## src/core/pqu_pkg.sv

```systemverilog
package pqu_pkg;

    // ****************************************************************
    // Register indices. The byte address is four times the index.
    // ****************************************************************
    localparam logic [7:0] PQU_IDX_TAG4_MAP = 8'h81;
    localparam logic [7:0] PQU_IDX_SPLIT = 8'h82;
    localparam logic [7:0] PQU_IDX_UC_FWD = 8'h83;
    localparam logic [7:0] PQU_IDX_MC_FWD = 8'h84;

    // ****************************************************************
    // Field positions and widths.
    // ****************************************************************
    localparam int PQU_TAG4_LSB = 0;
    localparam int PQU_SPLIT_LSB = 6;
    localparam int PQU_FWD_EN_BIT = 5;
    localparam int PQU_MAP_LSB = 0;
    localparam int PQU_MAP_W = 5;
    localparam int PQU_MAP_RSVD_BIT = 3;

    // ****************************************************************
    // Reset values, fixed read-back of reserved bits and the port bitmap write mask.
    // ****************************************************************
    localparam logic [1:0] PQU_TAG4_RST = 2'h2;
    localparam logic [1:0] PQU_SPLIT_RST = 2'h2;
    localparam logic PQU_FWD_EN_RST = 1'h0;
    localparam logic [4:0] PQU_MAP_RST = 5'h00;
    localparam logic [5:0] PQU_SPLIT_RSVD = 6'h08;
    localparam logic [1:0] PQU_UC_RSVD = 2'h2;
    localparam logic [1:0] PQU_MC_RSVD = 2'h1;
    localparam logic [4:0] PQU_MAP_WMASK = 5'h17;

    // ****************************************************************
    // Frame classification constants, bus answers and the bus address width.
    // ****************************************************************
    localparam logic [2:0] PQU_PCP_MAPPED = 3'h4;
    localparam logic [1:0] PQU_RESP_OKAY = 2'h0;
    localparam logic [1:0] PQU_RESP_SLVERR = 2'h2;
    localparam int PQU_ADDR_W = 12;

endpackage : pqu_pkg

```

## src/core/pqu_fwd_if.sv

```systemverilog
// Carries one unknown-destination forwarding decision between the core and a selector.
interface pqu_fwd_if;
    logic hit;
    logic en;
    logic [4:0] map;
    logic take;
    logic [4:0] ports;
    modport unit (input hit, input en, input map, output take, output ports);
    modport core (output hit, output en, output map, input take, input ports);
endinterface : pqu_fwd_if

```

## src/core/pqu_cfg.sv

```systemverilog
module pqu_cfg
    import pqu_pkg::*;
(
    input wire logic mclk, // Core clock.
    input wire logic rst, // Synchronous reset, active high.
    input wire logic ce, // Clock enable, freezes all state when low except while rst is high.
    input wire logic [11:0] s_axi_awaddr, // Write address.
    input wire logic s_axi_awvalid, // Write address valid.
    output logic s_axi_awready, // Write address ready.
    input wire logic [31:0] s_axi_wdata, // Write data.
    input wire logic [3:0] s_axi_wstrb, // Write byte enables.
    input wire logic s_axi_wvalid, // Write data valid.
    output logic s_axi_wready, // Write data ready.
    output logic [1:0] s_axi_bresp, // Write response.
    output logic s_axi_bvalid, // Write response valid.
    input wire logic s_axi_bready, // Write response ready.
    input wire logic [11:0] s_axi_araddr, // Read address.
    input wire logic s_axi_arvalid, // Read address valid.
    output logic s_axi_arready, // Read address ready.
    output logic [31:0] s_axi_rdata, // Read data.
    output logic [1:0] s_axi_rresp, // Read response.
    output logic s_axi_rvalid, // Read data valid.
    input wire logic s_axi_rready, // Read data ready.
    input wire logic cls_valid, // Frame descriptor valid.
    input wire logic cls_tagged, // Frame carries an 802.1p tag.
    input wire logic [2:0] cls_pcp, // Tag priority code.
    input wire logic [1:0] cls_prio_in, // Priority from the other mapping paths.
    input wire logic cls_two_queue, // Two-queue operation selected.
    input wire logic cls_lookup_miss, // Destination missed the address table.
    input wire logic cls_unicast, // Destination is unicast.
    input wire logic cls_ip_mcast, // Destination is IP multicast.
    output logic res_valid, // Result valid.
    output logic [1:0] res_prio, // Internal priority.
    output logic res_queue_high, // High queue in two-queue operation.
    output logic res_fwd, // Unknown-forward override applies.
    output logic [4:0] res_port_map // Override destination ports.
);

    // ****************************************************************
    // Configuration storage.
    // ****************************************************************
    logic [1:0] tag4_map, next_tag4_map;
    logic [1:0] two_queue_split_field, next_two_queue_split_field;
    logic uc_en, next_uc_en;
    logic [4:0] uc_map, next_uc_map;
    logic mc_en, next_mc_en;
    logic [4:0] mc_map, next_mc_map;

    // ****************************************************************
    // Bus slave state.
    // ****************************************************************
    logic aw_held, next_aw_held;
    logic [11:0] aw_addr, next_aw_addr;
    logic w_held, next_w_held;
    logic [7:0] w_byte, next_w_byte;
    logic w_lane, next_w_lane;
    logic next_awready, next_wready, next_bvalid, next_arready, next_rvalid;
    logic [1:0] next_bresp, next_rresp;
    logic [31:0] next_rdata;
    logic wr_fire;
    logic [7:0] wr_idx, rd_idx;
    logic wr_hit, rd_hit;

    // Decode a byte address into a register index; only aligned words hit.
    function automatic logic decode(input logic [11:0] addr, output logic [7:0] idx);
        idx = addr[9:2];
        decode = (addr[1:0] == 2'h0) && (addr[11:10] == 2'h0) &&
                 (idx >= PQU_IDX_TAG4_MAP) && (idx <= PQU_IDX_MC_FWD);
    endfunction

    // Write channel: address and data are taken in either order, the answer follows both.
    // A new request is held off until the answer has been taken so one write is in flight.
    always_comb begin
        next_aw_held = aw_held;
        next_aw_addr = aw_addr;
        next_w_held = w_held;
        next_w_byte = w_byte;
        next_w_lane = w_lane;
        next_bvalid = s_axi_bvalid;
        next_bresp = s_axi_bresp;
        wr_fire = 1'b0;
        wr_hit = decode(aw_addr, wr_idx);
        if (s_axi_awvalid && s_axi_awready) begin
            next_aw_held = 1'b1;
            next_aw_addr = s_axi_awaddr;
        end
        if (s_axi_wvalid && s_axi_wready) begin
            next_w_held = 1'b1;
            next_w_byte = s_axi_wdata[7:0];
            next_w_lane = s_axi_wstrb[0];
        end
        if (s_axi_bvalid && s_axi_bready) begin
            next_bvalid = 1'b0;
        end
        if (aw_held && w_held && !s_axi_bvalid) begin
            wr_fire = 1'b1;
            next_aw_held = 1'b0;
            next_w_held = 1'b0;
            next_bvalid = 1'b1;
            next_bresp = wr_hit ? PQU_RESP_OKAY : PQU_RESP_SLVERR;
        end
        next_awready = !next_aw_held && !next_bvalid;
        next_wready = !next_w_held && !next_bvalid;
    end

    // Register writes; only byte lane 0 carries data, the upper lanes are ignored.
    always_comb begin
        next_tag4_map = tag4_map;
        next_two_queue_split_field = two_queue_split_field;
        next_uc_en = uc_en;
        next_uc_map = uc_map;
        next_mc_en = mc_en;
        next_mc_map = mc_map;
        if (wr_fire && wr_hit && w_lane) begin
            unique case (wr_idx)
                PQU_IDX_TAG4_MAP: next_tag4_map = w_byte[PQU_TAG4_LSB +: 2];
                PQU_IDX_SPLIT: next_two_queue_split_field = w_byte[PQU_SPLIT_LSB +: 2];
                PQU_IDX_UC_FWD: begin
                    next_uc_en = w_byte[PQU_FWD_EN_BIT];
                    next_uc_map = w_byte[PQU_MAP_LSB +: PQU_MAP_W] & PQU_MAP_WMASK;
                end
                PQU_IDX_MC_FWD: begin
                    next_mc_en = w_byte[PQU_FWD_EN_BIT];
                    next_mc_map = w_byte[PQU_MAP_LSB +: PQU_MAP_W] & PQU_MAP_WMASK;
                end
                default: ;
            endcase
        end
    end

    // Read channel: one read at a time, answered the cycle after the address is taken.
    always_comb begin
        next_arready = s_axi_arready;
        next_rvalid = s_axi_rvalid;
        next_rdata = s_axi_rdata;
        next_rresp = s_axi_rresp;
        rd_hit = decode(s_axi_araddr, rd_idx);
        if (s_axi_rvalid && s_axi_rready) begin
            next_rvalid = 1'b0;
            next_arready = 1'b1;
        end
        if (s_axi_arvalid && s_axi_arready) begin
            next_arready = 1'b0;
            next_rvalid = 1'b1;
            next_rresp = rd_hit ? PQU_RESP_OKAY : PQU_RESP_SLVERR;
            next_rdata = 32'h0000_0000;
            if (rd_hit) begin
                unique case (rd_idx)
                    PQU_IDX_TAG4_MAP: next_rdata[7:0] = {6'h00, tag4_map};
                    PQU_IDX_SPLIT: next_rdata[7:0] = {two_queue_split_field, PQU_SPLIT_RSVD};
                    PQU_IDX_UC_FWD: next_rdata[7:0] = {PQU_UC_RSVD, uc_en, uc_map};
                    PQU_IDX_MC_FWD: next_rdata[7:0] = {PQU_MC_RSVD, mc_en, mc_map};
                    default: ;
                endcase
            end
        end
    end

    // Bus and configuration registers.
    always_ff @(posedge mclk) begin
        if (rst) begin
            aw_held <= 1'b0;
            aw_addr <= 12'h000;
            w_held <= 1'b0;
            w_byte <= 8'h00;
            w_lane <= 1'b0;
            s_axi_awready <= 1'b1;
            s_axi_wready <= 1'b1;
            s_axi_bvalid <= 1'b0;
            s_axi_bresp <= PQU_RESP_OKAY;
            s_axi_arready <= 1'b1;
            s_axi_rvalid <= 1'b0;
            s_axi_rdata <= 32'h0000_0000;
            s_axi_rresp <= PQU_RESP_OKAY;
            tag4_map <= PQU_TAG4_RST;
            two_queue_split_field <= PQU_SPLIT_RST;
            uc_en <= PQU_FWD_EN_RST;
            uc_map <= PQU_MAP_RST;
            mc_en <= PQU_FWD_EN_RST;
            mc_map <= PQU_MAP_RST;
        end else if (ce) begin
            aw_held <= next_aw_held;
            aw_addr <= next_aw_addr;
            w_held <= next_w_held;
            w_byte <= next_w_byte;
            w_lane <= next_w_lane;
            s_axi_awready <= next_awready;
            s_axi_wready <= next_wready;
            s_axi_bvalid <= next_bvalid;
            s_axi_bresp <= next_bresp;
            s_axi_arready <= next_arready;
            s_axi_rvalid <= next_rvalid;
            s_axi_rdata <= next_rdata;
            s_axi_rresp <= next_rresp;
            tag4_map <= next_tag4_map;
            two_queue_split_field <= next_two_queue_split_field;
            uc_en <= next_uc_en;
            uc_map <= next_uc_map;
            mc_en <= next_mc_en;
            mc_map <= next_mc_map;
        end
    end

    // ****************************************************************
    // Frame classification.
    // ****************************************************************
    pqu_fwd_if uc_if ();
    pqu_fwd_if mc_if ();
    logic [1:0] cls_prio;
    logic fold_high;
    logic next_res_valid, next_res_queue_high, next_res_fwd;
    logic [1:0] next_res_prio;
    logic [4:0] next_res_port_map;

    // tag four mapping
    // A tagged frame with code four takes the programmed value; others keep their result.
    always_comb begin
        cls_prio = (cls_tagged && cls_pcp == PQU_PCP_MAPPED) ? tag4_map : cls_prio_in;
    end

    pqu_fold u_fold (
        .prio(cls_prio),
        .split(two_queue_split_field),
        .high(fold_high)
    );

    always_comb begin
        uc_if.hit = cls_lookup_miss && cls_unicast;
        uc_if.en = uc_en;
        uc_if.map = uc_map;
        mc_if.hit = cls_lookup_miss && !cls_unicast && !cls_ip_mcast;
        mc_if.en = mc_en;
        mc_if.map = mc_map;
    end

    pqu_fwd_sel u_uc_sel (
        .fwd(uc_if)
    );

    pqu_fwd_sel u_mc_sel (
        .fwd(mc_if)
    );

    // Result registers; a frame the override does not cover reports no ports at all.
    always_comb begin
        next_res_valid = cls_valid;
        next_res_prio = cls_prio;
        next_res_queue_high = cls_two_queue && fold_high;
        next_res_fwd = uc_if.take || mc_if.take;
        next_res_port_map = uc_if.ports | mc_if.ports;
    end

    always_ff @(posedge mclk) begin
        if (rst) begin
            res_valid <= 1'b0;
            res_prio <= 2'h0;
            res_queue_high <= 1'b0;
            res_fwd <= 1'b0;
            res_port_map <= 5'h00;
        end else if (ce) begin
            res_valid <= next_res_valid;
            res_prio <= next_res_prio;
            res_queue_high <= next_res_queue_high;
            res_fwd <= next_res_fwd;
            res_port_map <= next_res_port_map;
        end
    end
endmodule // pqu_cfg

```

## src/core/pqu_fwd_sel.sv

```systemverilog
// ****************************************************************
// Unknown-destination forwarding selector.
// ****************************************************************
module pqu_fwd_sel
    import pqu_pkg::*;
(
    pqu_fwd_if.unit fwd // Decision request and answer.
);

    // The override applies only to a frame of this class that missed the table;
    // the reserved port bit never forwards, whatever was written.
    always_comb begin
        fwd.take = fwd.hit & fwd.en;
        fwd.ports = fwd.take ? (fwd.map & PQU_MAP_WMASK) : 5'h00;
    end

endmodule // pqu_fwd_sel

```

## src/core/pqu_fold.sv

```systemverilog
// ****************************************************************
// Two-queue fold of a 2-bit priority result.
// ****************************************************************
module pqu_fold (
    input wire logic [1:0] prio, // Four-level priority result.
    input wire logic [1:0] split, // Split setting.
    output logic high // High queue selected.
);

    // fixed end results
    // Result 0 is always low and 3 always high; 1 and 2 follow one split bit each.
    // The unsupported split code simply falls out of the same equation.
    always_comb begin
        unique case (prio)
            2'h0: high = 1'b0;
            2'h1: high = split[0];
            2'h2: high = split[1];
            2'h3: high = 1'b1;
        endcase
    end

endmodule // pqu_fold

```

## config.mk

```make
export PLATFORM = sky130hd
export DESIGN_NAME = pqu_cfg
export DESIGN_NICKNAME = d
export VERILOG_FILES = /design/src/core/pqu_pkg.sv /design/src/core/pqu_fwd_if.sv /design/src/core/pqu_cfg.sv /design/src/core/pqu_fwd_sel.sv /design/src/core/pqu_fold.sv
export SDC_FILE = /design/constraint.sdc
export NUM_CORES = 1
export LEC_CHECK = 0
export BUFFER_PORTS_ARGS = -buffer_cell sky130_fd_sc_hd__buf_2
export CAP_MARGIN = 25
export CELL_PAD_IN_SITES_DETAIL_PLACEMENT = 0
export CELL_PAD_IN_SITES_GLOBAL_PLACEMENT = 1
export CORE_MARGIN = 2
export CORE_UTILIZATION = 30
export DETAILED_ROUTE_END_ITERATION = 10
export HOLD_SLACK_MARGIN = 0.06
export PLACE_DENSITY = 0.84
export SYNTH_ARGS = -nofsm -noshare
export SYNTH_HDL_FRONTEND = slang
export SYNTH_SLANG_ARGS = --single-unit
```

## constraint.sdc

```tcl
create_clock -name mclk -period 1.4 [get_ports mclk]
set_input_delay 0.14 -clock mclk [delete_from_list [all_inputs] [get_ports mclk]]
set_output_delay 0.14 -clock mclk [all_outputs]
set_load 0.03 [all_outputs]
```

# Word-level counts from Yosys, hierarchy flattened
# Cells that the tools add are included.
dict set report classes {
  addsub 0
  mul 0
  div 0
  order_cmp 4
  eq_ne 12
  shifts 0
  muxes 19
  bitwise 3
  reduce_logical 44
}
# op n
set op_table {}
lappend op_table {{$eq 8x8->1 const B} 8}
lappend op_table {{$pmux 8 s4} 1}
lappend op_table {{$logic_and 1x1->1} 22}
lappend op_table {{$ge 8x8->1 const B} 2}
lappend op_table {{$le 8x8->1 const B} 2}
lappend op_table {{$reduce_and 3->1} 4}
lappend op_table {{$mux 1} 11}
lappend op_table {{$logic_not 2->1} 5}
lappend op_table {{$mux 5} 2}
lappend op_table {{$reduce_and 2->1} 5}
lappend op_table {{$mux 8} 1}
lappend op_table {{$logic_not 1->1} 6}
lappend op_table {{$mux 2} 3}
lappend op_table {{$or 5x5->5} 1}
lappend op_table {{$eq 2x2->1 const B} 2}
lappend op_table {{$pmux 1 s4} 1}
lappend op_table {{$eq 3x3->1 const B} 1}
lappend op_table {{$and 1x1->1} 2}
lappend op_table {{$eq 2x1->1 const B} 1}
lappend op_table {{$reduce_bool 2->1} 1}
lappend op_table {{$logic_or 1x1->1} 1}
dict set report word_totals {
  ff_bits 64
  latch_bits 0
  mem_bits_rw 0
  romBits 0
  out_inout_bits 51
  mem_count 0
}

# Longest topological paths before layout
# Gate-level depths: netlist of the first run.
dict set report logic_depth {
  word_depth 7
  mapped_depth 5
}

# By module
# From an unflattened synthesis of the first run, not the netlist that was laid out.
dict set report hier_totals {
  hier_cells 343
  hier_area_um2 2790.2
}
# module n_inst cells_each area_each_um2 seq_area_each_um2
set by_module_without_submodules {}
lappend by_module_without_submodules {pqu_cfg 1 326 2690.1 1221.2}
lappend by_module_without_submodules {pqu_fwd_sel 2 7 43.8 0.0}
lappend by_module_without_submodules {pqu_fold 1 3 12.5 0.0}

# Worst setup path after synthesis of the first run
# OpenSTA, ideal clock, no wires.
dict set report synth_path {
  path_type {register -> register}
  startpoint {register s_axi_arready}
  endpoint {register s_axi_rdata[0]}
  setup_ps 87
  arrival_ps 1360
  required_ps 1313
  slack_ps -47
  stages_incl_launch_ff 6
  n_path_buf 1
  path_cell_list {dfxtp_1 > and3_1 > and4_1 > buf_2 > nand2_1 > o31ai_1}
}
dict set report synth_via {
  elab_chain_len 2
}
# item line_no
set synth_rtl {}
lappend synth_rtl {{start: declaration} pqu_cfg.sv:19} ;# output logic s_axi_arready,
lappend synth_rtl {{start signal: assignment} pqu_cfg.sv:191} ;# s_axi_arready <= next_arready;
lappend synth_rtl {{$logic_and 1x1->1} pqu_cfg.sv:142} ;# if (s_axi_arvalid && s_axi_arready) begin
lappend synth_rtl {{$reduce_and 2->1 (no line)} --}
lappend synth_rtl {{end signal: assignment} pqu_cfg.sv:193} ;# s_axi_rdata <= next_rdata;
lappend synth_rtl {{end: declaration} pqu_cfg.sv:20} ;# output logic [31:0] s_axi_rdata,
# No other way between the ends.
# A chain may end at the register's enable or synchronous reset.

# Worst setup path in the final report of the first run
dict set report layout_path {
  startpoint {register aw_addr[1]}
  endpoint {register uc_map[1], in the netlist uc_if.map[1]}
}
dict set report layout_via {
  elab_chain_len 7
}
# item line_no
set layout_rtl {}
lappend layout_rtl {{start: declaration} pqu_cfg.sv:53} ;# logic [11:0] aw_addr, next_aw_addr;
lappend layout_rtl {{start signal: assignment} pqu_cfg.sv:183} ;# aw_addr <= next_aw_addr;
lappend layout_rtl {{$logic_not 2->1} pqu_cfg.sv:67} ;# decode = (addr[1:0] == 2'h0) && (addr[11:10] == 2'h0) &&
lappend layout_rtl {{$logic_and 1x1->1 (2 in series)} pqu_cfg.sv:67}
lappend layout_rtl {{$logic_and 1x1->1} pqu_cfg.sv:68} ;# (idx >= PQU_IDX_TAG4_MAP) && (idx <= PQU_IDX_MC_FWD);
lappend layout_rtl {{$logic_and 1x1->1 (2 in series)} pqu_cfg.sv:114} ;# if (wr_fire && wr_hit && w_lane) begin
lappend layout_rtl {{$reduce_and 3->1 (no line)} --}
lappend layout_rtl {{end signal: assignment} pqu_cfg.sv:198} ;# uc_map <= next_uc_map;
lappend layout_rtl {{end: declaration} pqu_cfg.sv:45} ;# logic [4:0] uc_map, next_uc_map;
# No other way between the ends.

==> results.yml, run 1 <==
hold_path:
  min_path_type: "in -> reg"
  hp-start: "s_axi_rready"
  hold_depth: 3
  hold_end: "s_axi_arready"
global_route:
  grt_remaining_overflow: 0
  first_global_vias: 2330
  grt_util_all_layers_pct: 13.6
  antenna_found_initial: 0
  grt_max_degree: 35
  grt_first_pass_wirelength_mm: 10.9
cts:
  tritoncts: "built"
  cts.htree.levels: 3
  cell_chosen_for_the_clock_root: "sky130_fd_sc_hd__clkbuf_8"
  buffer_count_from_post_cts_setup_fixing: 0
  clk_latency_ps: 330
  clkSlewWorstSetupHoldPaths_ps: 70
  max-clock-path-buffers: 2
  clkSinkCount: 60
  numCtsBuffers: 9
flow_run:
  number_of_maximum_capacitance_violations: 0
critical_path:
  worstPathRequired_ps: 1670
  arrival_ps: 1790
  worst-r2r-setup-slack_ps: -120
  worst_r2r_endpoint: "uc_if.map[1]"
  max_stage_delay_ps: 340
  crit-reg2reg-launch: "aw_addr[1]"
  classification_of_the_worst_setup_path: "reg -> reg"
  critPathMaxFanout: 5
  path_cells: "nor4_4, buf_4, and4b_2, buf_4, nand3_1, a21oi_1"
  critical_path.startpoint_type: "flop"
  crit_slowest_cell: "sky130_fd_sc_hd__nor4_4"
  worst_path_most_repeated_cell: "sky130_fd_sc_hd__buf_4"
  worst_setup_path_end_kind: "flop"
  cells_on_worst_reg2reg_path: 6
synthesis:
  synth_edf_count: 0
  synth.cell_area_um2: 2780
  synth-async-reset-ratio_pct: 0
  synth_sequential_area_ratio_pct: 43.2
  fraction_of_the_mapped_netlist_area_in_compound_gates_pct: 17.2
  syn_avg_cell_area_um2: 8.56
  yosys_warnings: 0
  synth.lib_cells_used.distinct: 46
  synth_xor_area_share_pct: 0
  synth_seq_cells: 60
  synth_mux_area_share_pct: 3.78
  synth_top_flop_cell: "sky130_fd_sc_hd__dfxtp_1"
  main_combinational_cell_family_by_area_after_synthesis: "simple AND/OR/NAND/NOR gates"
  synth_fa_ha_area_share_pct: 0
  synth_simple_gate_area_share_pct: 25.4
  synthesis.instances: 325
timing:
  fin_skew_ps: 5.86
  fin_crit_sh_pct: 109
  final_period_minus_worst_setup_slack_ps: 1520
  timing_worst_slew_pin_value_ps: 614
  maxClockFrequency_mhz: 657
  rsz0062_at_grt: "true"
  timing.max_slew.rel_slack_pct: 59.1
  finalWorstSetupSlack_ps: -123
  timing_hold_violations_final: 0
  setup_viol: 14
  final-max-slew-violation-count: 0
outcome:
  violations: "setup timing"
  outcome: "finished with violations"
floorplan:
  die_height_um: 100
  io_pins: 130
  rows: 35
  core_um2: 9110
  die-width_um: 100
  floorplan.die_area_um2: 10100
  start_util_pct: 30.5
power_and_ir_drop:
  ir_worst_vdd_mv: 0.498
  power.density_cell_area_nw_per_um2: 1120
  power.static_leakage_nw: 1.60
  power.total_mw: 4.21
route:
  dr.first_iter.drc_count: 161
  post_detailed_routing_wire_length_mm: 6.65
  avgRoutedWirePerCell_um: 12.1
  dr_total_vias: 2558
  post_drt_via_cell_ratio: 4.64
  drt_pass1_iterations: 4
  route.antenna.remaining_nets: 0
  drc_errors: 0
finish:
  design_area_um2: 3750
  final-seq-area_um2: 1210
  drive_gt1_share_pct: 29.5
  antennaDiodeCount: 0
  multiInputGateArea_um2: 1400
  area_growth_syn_to_layout_pct: 35.0
  fill_cell_count: 904
  final_nets: 514
placement:
  dpl.hpwl_mm: 5.04
  gpl.final_weighted_congestion: 0.774
  detailed_place.area_um2: 3290
  buffer_ports.inserted: 74
[synthesized netlist by cell type, types with 6 or more instances]
master                      n  area [um^2]
sky130_fd_sc_hd__dfxtp_1   60         1200
sky130_fd_sc_hd__nand2_1   47          176
sky130_fd_sc_hd__a21oi_1   36          180
sky130_fd_sc_hd__nor2_1    31          116
sky130_fd_sc_hd__buf_4     28          210
sky130_fd_sc_hd__nand3_1   14         70.1
sky130_fd_sc_hd__clkbuf_1  11         41.3
sky130_fd_sc_hd__o21ai_0   11         55.1
sky130_fd_sc_hd__nor3_1     9         45.0
sky130_fd_sc_hd__mux2i_1    8         80.1
sky130_fd_sc_hd__nand2b_1   6         37.5
[registers in the layout, indices dropped and copies added, names as in the netlist, 4 cells and up]
register,flops
mc_if.map,4
s_axi_rdata,8
w_byte,7
res_port_map,4
uc_if.map,4
aw_addr,12
[metrics by stage]
stage / hold WS (ps) / TNS [ps] / util, % / std cells / setup slack (ps)
2_1_floorplan: 276 / 0 / - / 351 / 30.6
3_3_place_gp: 379 / -1040 / 36.1 / 513 / -90.7
3_5_place_dp: 384 / -1080 / 36.1 / 513 / -101
4_1_cts: 92.2 / -1270 / 41.0 / 550 / -108
5_1_grt: 132 / -2960 / 41.2 / 551 / -235
6_report: 108 / -1290 / 41.2 / 551 / -123
[power breakdown]
part | internal (mW) | switching [mW]
Combinational | 0.225 | 0.347
Clock | 1.18 | 0.652
Sequential | 1.77 | 0.0463
Total | 3.17 | 1.05
[worst max-delay path, delay by kind of cell (launching register included)]
kind                   cells  cell delay (ps)
AND/OR/NAND/NOR            3              670
flip-flops                 1              330
buffers and inverters      2              320
AO/OA/AOI/OAI              1              140
[kinds of logic after synthesis]
kind of cell	Yosys count
AND/OR/NAND/NOR	132
buffers and inverters	47
AO/OA/AOI/OAI	75
other	1
multiplexers	10
flip-flops	60
[area by class of cell]
cell class                 instances  share of cell area, %
clock inverter                     5                   2.67
tap                              111                   3.70
timing repair buffer             117                   20.3
sequential                        60                   32.1
multi-input combinational        244                   37.4
inverter                           3                  0.300
clock buffer                      11                   3.50
[cell usage in the layout, fill, tap and decap left out, drive strengths merged, types with 11 or more instances in the layout]
cell type    instances
buf                 96
dfxtp               60
nand2               47
a21oi               36
nor2                31
conb                27
dlygate4sd3         21
nand3               14
o21ai               11
clkbuf              11
[worst max-delay path by stage]
stage / start / to / slack [ps] / cells past startpoint
finish: aw_addr[1] / uc_if.map[1] / -120 / 6
global route: aw_addr[1] / uc_if.map[1] / -230 / 6
CTS: aw_addr[6] / uc_if.map[2] / -110 / 6
detailed placement: aw_addr[0] / uc_if.map[2] / -100 / 6
global placement: aw_addr[0] / uc_en / -90 / 6
floorplan: aw_addr[0] / two_queue_split_field[0] / 30 / 4
[metal layers]
metal / wire, um / up-vias / share of wire, % / track usage (%)
met5: 0 / - / 0 / 0
met4: 136 / 0 / 2.0 / 7.69
met3: 314 / 13 / 4.7 / 3.06
met2: 3030 / 76 / 46 / 20.3
met1: 3170 / 1150 / 48 / 18.1
li1: - / 1319 / - / -
[repair_timing]
item                                   4_1_cts  5_1_grt
resized for setup                            2        8
hold buffers                                21        0
gates cloned                                 0        1
endpoints found under the hold margin       21        0
pin swaps                                    1        6
setup endpoints to repair                   14       14
No activity file was read; power rests on OpenSTA's default activity.
==> run 2, diff against run 1 <==
--- a/config.mk
+++ b/config.mk
@@ -11,6 +11,7 @@
 export CELL_PAD_IN_SITES_GLOBAL_PLACEMENT = 1
 export CORE_MARGIN = 2
 export CORE_UTILIZATION = 30
+export CTS_BUF_LIST = sky130_fd_sc_hd__clkbuf_16
 export DETAILED_ROUTE_END_ITERATION = 10
 export HOLD_SLACK_MARGIN = 0.06
 export PLACE_DENSITY = 0.84
==> results.yml, run 2 (synthesis gave the netlist of run 1 again) <==
hold_path:
  hold_end: "aw_addr[1]"
  min_path_type: "in -> reg"
  hold_depth: 3
  hp-start: "s_axi_awaddr[1]"
finish:
  final_cell_mix: "sky130_fd_sc_hd__buf_2 (74), sky130_fd_sc_hd__dfxtp_1 (56), sky130_fd_sc_hd__nand2_1 (47)"
  drive_gt1_share_pct: 33.6
  design_area_um2: 3840
  largest-register: "aw_addr"
  final_nets: 505
  area_growth_syn_to_layout_pct: 38.0
  largest_register_ffs: 12
  antennaDiodeCount: 0
  layout.cells.most_common: "sky130_fd_sc_hd__buf_2"
  largestRegisters: "aw_addr: 12 flops, s_axi_rdata: 8 flops, w_byte: 7 flops"
floorplan:
  floorplan.die_area_um2: 10100
  io_pins: 130
  die_height_um: 100
  die-width_um: 100
  start_util_pct: 30.5
  core_um2: 9110
  rows: 35
critical_path:
  path_cells: "nor4_4, buf_4, and4b_2, buf_6, nand3_2, a21oi_2"
  crit_buf_inv: 2
  worst_r2r_endpoint: "uc_if.map[4]"
  classification_of_the_worst_setup_path: "reg -> reg"
  crit_family: "simple AND/OR/NAND/NOR gates"
  critPathMaxFanout: 5
  worst-r2r-setup-slack_ps: -170
  crit-reg2reg-launch: "aw_addr[1]"
  cells_on_worst_reg2reg_path: 6
  worst_setup_path_end_kind: "flop"
  worstPathRequired_ps: 1650
  max_stage_delay_ps: 340
  arrival_ps: 1820
  crit_slowest_cell: "sky130_fd_sc_hd__nor4_4"
  critical_path.startpoint_type: "flop"
placement:
  detailed_place.area_um2: 3290
  gpl.final_weighted_congestion: 0.774
  dp_worst_setup_slack_ps: -101
  dpl.hpwl_mm: 5.04
  buffer_ports.inserted: 74
route:
  post_drt_via_cell_ratio: 4.71
  avgRoutedWirePerCell_um: 12.8
  route.antenna.remaining_nets: 0
  drt_pass1_iterations: 4
  drc_errors: 0
  dr.first_iter.drc_count: 105
  post_detailed_routing_wire_length_mm: 6.95
  dr_total_vias: 2552
power_and_ir_drop:
  power.static_leakage_nw: 1.61
  power.total_mw: 4.81
  power.density_cell_area_nw_per_um2: 1250
  ir_worst_vdd_mv: 0.569
global_route:
  grt_first_pass_wirelength_mm: 11.2
  grt_util_all_layers_pct: 14.0
  first_global_vias: 2332
  grt_remaining_overflow: 0
  grt_max_degree: 35
  antenna_found_initial: 0
cts:
  cell_chosen_for_the_clock_root: "sky130_fd_sc_hd__clkbuf_16"
  clkSlewWorstSetupHoldPaths_ps: 50
  max-clock-path-buffers: 2
  numCtsBuffers: 9
  clkSinkCount: 60
  cts.htree.levels: 3
  clk_latency_ps: 320
  tritoncts: "built"
outcome:
  outcome: "finished with violations"
  violations: "setup timing"
timing:
  fin_hold_ws_ps: 56.7
  timing_hold_violations_final: 0
  setup_viol: 14
  rsz0062_at_grt: "true"
  maxClockFrequency_mhz: 637
  timing.max_slew.rel_slack_pct: 59.2
  fin_crit_sh_pct: 112
  finalWorstSetupSlack_ps: -171
  fin_skew_ps: 4.44
  final_period_minus_worst_setup_slack_ps: 1570
  final-max-slew-violation-count: 0
  timing_worst_slew_pin_value_ps: 611
flow_run:
  number_of_maximum_capacitance_violations: 0
-- run 2: cell types whose count changed in the layout (fill, tap and decap cells not counted), sizes merged --
| cell | previous run | this run |
|---|---|---|
| inv | 3 | 5 |
| buf | 96 | 97 |
| dlygate4sd3 | 21 | 11 |
| clkbuf | 11 | 9 |
-- run 2: tightest hold or removal path: stages --
cell	delay, ps
sky130_fd_sc_hd__buf_2	100
sky130_fd_sc_hd__nand2_1	50
sky130_fd_sc_hd__a21oi_1	50
-- run 2: timing repair --
action	CTS	global route
buffers inserted	0	1
pin swaps	12	7
resized for setup	10	15
cloned	1	0
setup endpoints to repair	14	14
endpoints found under the hold margin	11	0
hold buffers	11	0
-- run 2: metrics by stage --
stage	util (%)	instances	TNS [ps]
floorplan	-	351	0
global placement	36.1	513	-1040
detailed placement	36.1	513	-1080
CTS	41.4	541	-1380
global route	42.1	542	-3050
finish	42.1	542	-1540
-- run 2: power by group --
| group | switching [mW] | total [mW] | internal (mW) |
|---|---|---|---|
| sequential | 0.0497 | 1.82 | 1.77 |
| combinational | 0.347 | 0.559 | 0.212 |
| clock | 0.717 | 2.43 | 1.72 |
| total | 1.11 | 4.81 | 3.70 |
-- run 2: worst max-delay path by stage --
stage,startpoint,end,cells past startpoint
final,aw_addr[1],uc_if.map[4],6
after floorplan,aw_addr[0],two_queue_split_field[0],4
after detailed placement,aw_addr[0],uc_if.map[2],6
after CTS,aw_addr[6],mc_if.map[0],6
after global placement,aw_addr[0],uc_en,6
after global routing,aw_addr[1],uc_if.map[4],6
-- run 2: metal layers --
metal,vias up,routed length [um],GRT usage [%]
met2,87,3180,21.5
met3,18,437,4.32
met5,-,0,0
li1,1304,-,-
met4,0,161,5.69
met1,1143,3180,18.2
-- run 2: layout make-up --
type / count / area (um^2)
clock inverters: 7 / 108
flip-flops and latches: 60 / 1210
repair buffers: 108 / 673
multi-input cells: 244 / 1480
inverters: 3 / 11.3
well taps: 111 / 139
fillers: 888 / 5270
clock buffers: 9 / 225
==> run 3, diff against run 2 <==
--- a/config.mk
+++ b/config.mk
@@ -10,11 +10,13 @@
 export CELL_PAD_IN_SITES_DETAIL_PLACEMENT = 0
 export CELL_PAD_IN_SITES_GLOBAL_PLACEMENT = 1
 export CORE_MARGIN = 2
-export CORE_UTILIZATION = 30
+export CORE_UTILIZATION = 29
 export CTS_BUF_LIST = sky130_fd_sc_hd__clkbuf_16
 export DETAILED_ROUTE_END_ITERATION = 10
+export GPL_ROUTABILITY_DRIVEN = 0
 export HOLD_SLACK_MARGIN = 0.06
-export PLACE_DENSITY = 0.84
+export PLACE_DENSITY_LB_ADDON = 0.1
 export SYNTH_ARGS = -nofsm -noshare
 export SYNTH_HDL_FRONTEND = slang
+export SYNTH_HIERARCHICAL = 1
 export SYNTH_SLANG_ARGS = --single-unit
==> results.yml, run 3 <==
outcome:
  outcome: "finished with violations"
  violations: "setup timing"
critical_path:
  worst_setup_path_end_kind: "flop"
  critPathMaxFanout: 3
  crit-reg2reg-launch: "aw_addr[10]"
  worstPathRequired_ps: 1650
  crit_buf_inv: 1
  max_stage_delay_ps: 330
  worst-r2r-setup-slack_ps: -120
  classification_of_the_worst_setup_path: "reg -> reg"
  path_cells: "nor4bb_4, nand4_1, buf_4, nor4b_4, mux2i_1"
  critical_path.startpoint_type: "flop"
  crit_path_start: "aw_addr[10]"
  crit_slowest_cell: "sky130_fd_sc_hd__dfxtp_1"
  arrival_ps: 1770
  crit_family: "simple AND/OR/NAND/NOR gates"
finish:
  drive_gt1_share_pct: 31.1
  final-instance-count-excl-fill: 589
  largestRegisters: "aw_addr: 12 flops, s_axi_rdata: 8 flops, w_byte: 7 flops"
  layout.cells.most_common: "sky130_fd_sc_hd__buf_2"
  final_nets: 534
  area_growth_syn_to_layout_pct: 40.1
  largest-register: "aw_addr"
  antennaDiodeCount: 0
  final_cell_mix: "sky130_fd_sc_hd__buf_2 (75), sky130_fd_sc_hd__nand2_1 (59), sky130_fd_sc_hd__dfxtp_1 (57)"
  design_area_um2: 3910
  largest_register_ffs: 12
route:
  post_detailed_routing_wire_length_mm: 7.15
  route.antenna.remaining_nets: 0
  post_drt_via_cell_ratio: 4.44
  dr.first_iter.drc_count: 101
  drc_errors: 0
  avgRoutedWirePerCell_um: 12.1
  dr_total_vias: 2616
  drt_pass1_iterations: 4
floorplan:
  die-width_um: 102
  die_height_um: 102
  io_pins: 130
  rows: 35
  floorplan.die_area_um2: 10400
  core_um2: 9280
  start_util_pct: 30.1
synthesis:
  yosys.area.top_type: "sky130_fd_sc_hd__dfxtp_1"
  yosys_warnings: 6
  synth.lib_cells_used.distinct: 40
  synth-async-reset-ratio_pct: 0
  synth_edf_count: 0
  synth_sequential_area_ratio_pct: 43.8
  yosysTopAreaCellShare_pct: 43.8
  synth_top_flop_cell: "sky130_fd_sc_hd__dfxtp_1"
  syn_avg_cell_area_um2: 8.13
  synth_seq_cells: 61
  synthesis.instances: 343
  yosys-top-cells-area: "sky130_fd_sc_hd__dfxtp_1 (44%), sky130_fd_sc_hd__nand2_1 (8.1%), sky130_fd_sc_hd__buf_4 (7.8%)"
  synth_commonest_cells: "sky130_fd_sc_hd__dfxtp_1 (61), sky130_fd_sc_hd__nand2_1 (60), sky130_fd_sc_hd__a21oi_1 (35)"
  synth.most_common_cell: "sky130_fd_sc_hd__dfxtp_1"
  synth.cell_area_um2: 2790
hold_path:
  min_path_type: "in -> reg"
  hp-start: "s_axi_awaddr[9]"
timing:
  maxClockFrequency_mhz: 660
  timing_hold_violations_final: 0
  setup_viol: 15
  fin_skew_ps: 5.93
  finalWorstSetupSlack_ps: -116
  fin_crit_sh_pct: 108
  final-max-slew-violation-count: 0
  final_period_minus_worst_setup_slack_ps: 1520
  rsz0062_at_grt: "true"
global_route:
  grt_remaining_overflow: 0
  grt_max_degree: 50
  global_route.usage.met1_pct: 18.5
  grt_first_pass_wirelength_mm: 11.7
  grt.busiest_layer: "met2"
  global_route.usage.met2_pct: 23.4
  first_global_vias: 2453
  use_met3_pct: 4.72
  grt_util_all_layers_pct: 14.5
  antenna_found_initial: 0
placement:
  buffer_ports.inserted: 75
  dpl.hpwl_mm: 5.23
  detailed_place.area_um2: 3340
  post-place-cells: 552
  dp_worst_setup_slack_ps: -246
cts:
  clkSlewWorstSetupHoldPaths_ps: 50
  tritoncts: "built"
  max-clock-path-buffers: 2
  clk_latency_ps: 320
  numCtsBuffers: 9
  clkSinkCount: 61
  cts.htree.levels: 3
  cell_chosen_for_the_clock_root: "sky130_fd_sc_hd__clkbuf_16"
power_and_ir_drop:
  ir_worst_vdd_mv: 0.640
  power.density_cell_area_nw_per_um2: 1150
  power.static_leakage_nw: 1.66
flow_run:
  number_of_maximum_capacitance_violations: 0
==> run 3: cell count changes in the layout (fill, tap and decap cells not counted), moves of 6 or more <==
| cell | previous run | this run |
|---|---|---|
| sky130_fd_sc_hd__nand2_1 | 47 | 59 |
| sky130_fd_sc_hd__nand3_1 | 4 | 14 |
| sky130_fd_sc_hd__nand3_2 | 9 | 0 |
| sky130_fd_sc_hd__o21ai_1 | 2 | 10 |
| sky130_fd_sc_hd__o21ai_2 | 0 | 8 |
| sky130_fd_sc_hd__a21oi_2 | 7 | 0 |
| sky130_fd_sc_hd__dlygate4sd3_1 | 11 | 18 |
| sky130_fd_sc_hd__a21oi_1 | 29 | 35 |
| sky130_fd_sc_hd__and3_1 | 4 | 10 |
| sky130_fd_sc_hd__nand2b_1 | 6 | 0 |
==> run 3: path summary, 6_finish.rpt <==
kind | endpoint | cells past startpoint
max reg2reg | two_queue_split_field[0] | 5
max | two_queue_split_field[0] | 5
min reg2reg | s_axi_rdata[4] | 2
min | aw_addr[9] | 3
==> run 3: metal layers <==
layer,up-vias,wire length [um]
met2,76,3260
met5,-,0
met3,2,443
met1,1181,3420
met4,0,31
li1,1357,-
==> run 3: cells by family (layout without fill, tap and decap cells) <==
| kind of cell | count (synthesis) | after routing | share of synthesized area (%) |
|---|---|---|---|
| AO/OA/AOI/OAI | 81 | 81 | 17.1 |
| buffers and inverters | 45 | 137 | 10.3 |
| XOR/XNOR | 1 | 1 | 0.314 |
| AND/OR/NAND/NOR | 145 | 145 | 25.5 |
| multiplexers | 7 | 7 | 2.60 |
| other | 3 | 28 | 0.404 |
| flip-flops | 61 | 61 | 43.8 |
==> run 3: report_power, final <==
part | switching (mW) | leakage (nW) | internal [mW] | total [mW]
logic | 0.348 | 1.03 | 0.225 | 0.574
clock network | 0.782 | 0.139 | 1.29 | 2.07
registers | 0.0481 | 0.499 | 1.80 | 1.85
==> run 3: cell type report <==
type                    instances  area, um^2
clock inverters                 6        35.0
inverters                       2        7.51
clock buffers                  10         250
flip-flops and latches         61        1230
multi-input cells             262        1450
well taps                     129         161
repair buffers                119         771
fillers                       980        5380
==> run 3: timing repair <==
action / CTS / global route
hold buffers: 18 / 0
hold endpoints to repair: 18 / 0
setup buffers: 2 / 0
pin swaps: 7 / 1
cloned: 1 / 0
resized for setup: 21 / 9
endpoints found under the setup margin: 15 / 21
==> run 3: metrics by stage <==
stage                     utilization [%]  TNS [ps]  total power, mW  hold slack, ps
after global placement               35.9     -1970             2.41             381
after detailed placement             35.9     -2130             2.41             385
after floorplan                         -      -935             2.26             236
after global routing                 42.1     -2630             4.70            68.0
final                                42.1      -987             4.49            56.2
after CTS                            41.8      -627             4.56            60.6
==> run 3: worst min-delay path: stages <==
cell and delay (ps):
sky130_fd_sc_hd__buf_2 100, sky130_fd_sc_hd__nand2_1 50, sky130_fd_sc_hd__a21oi_1 50
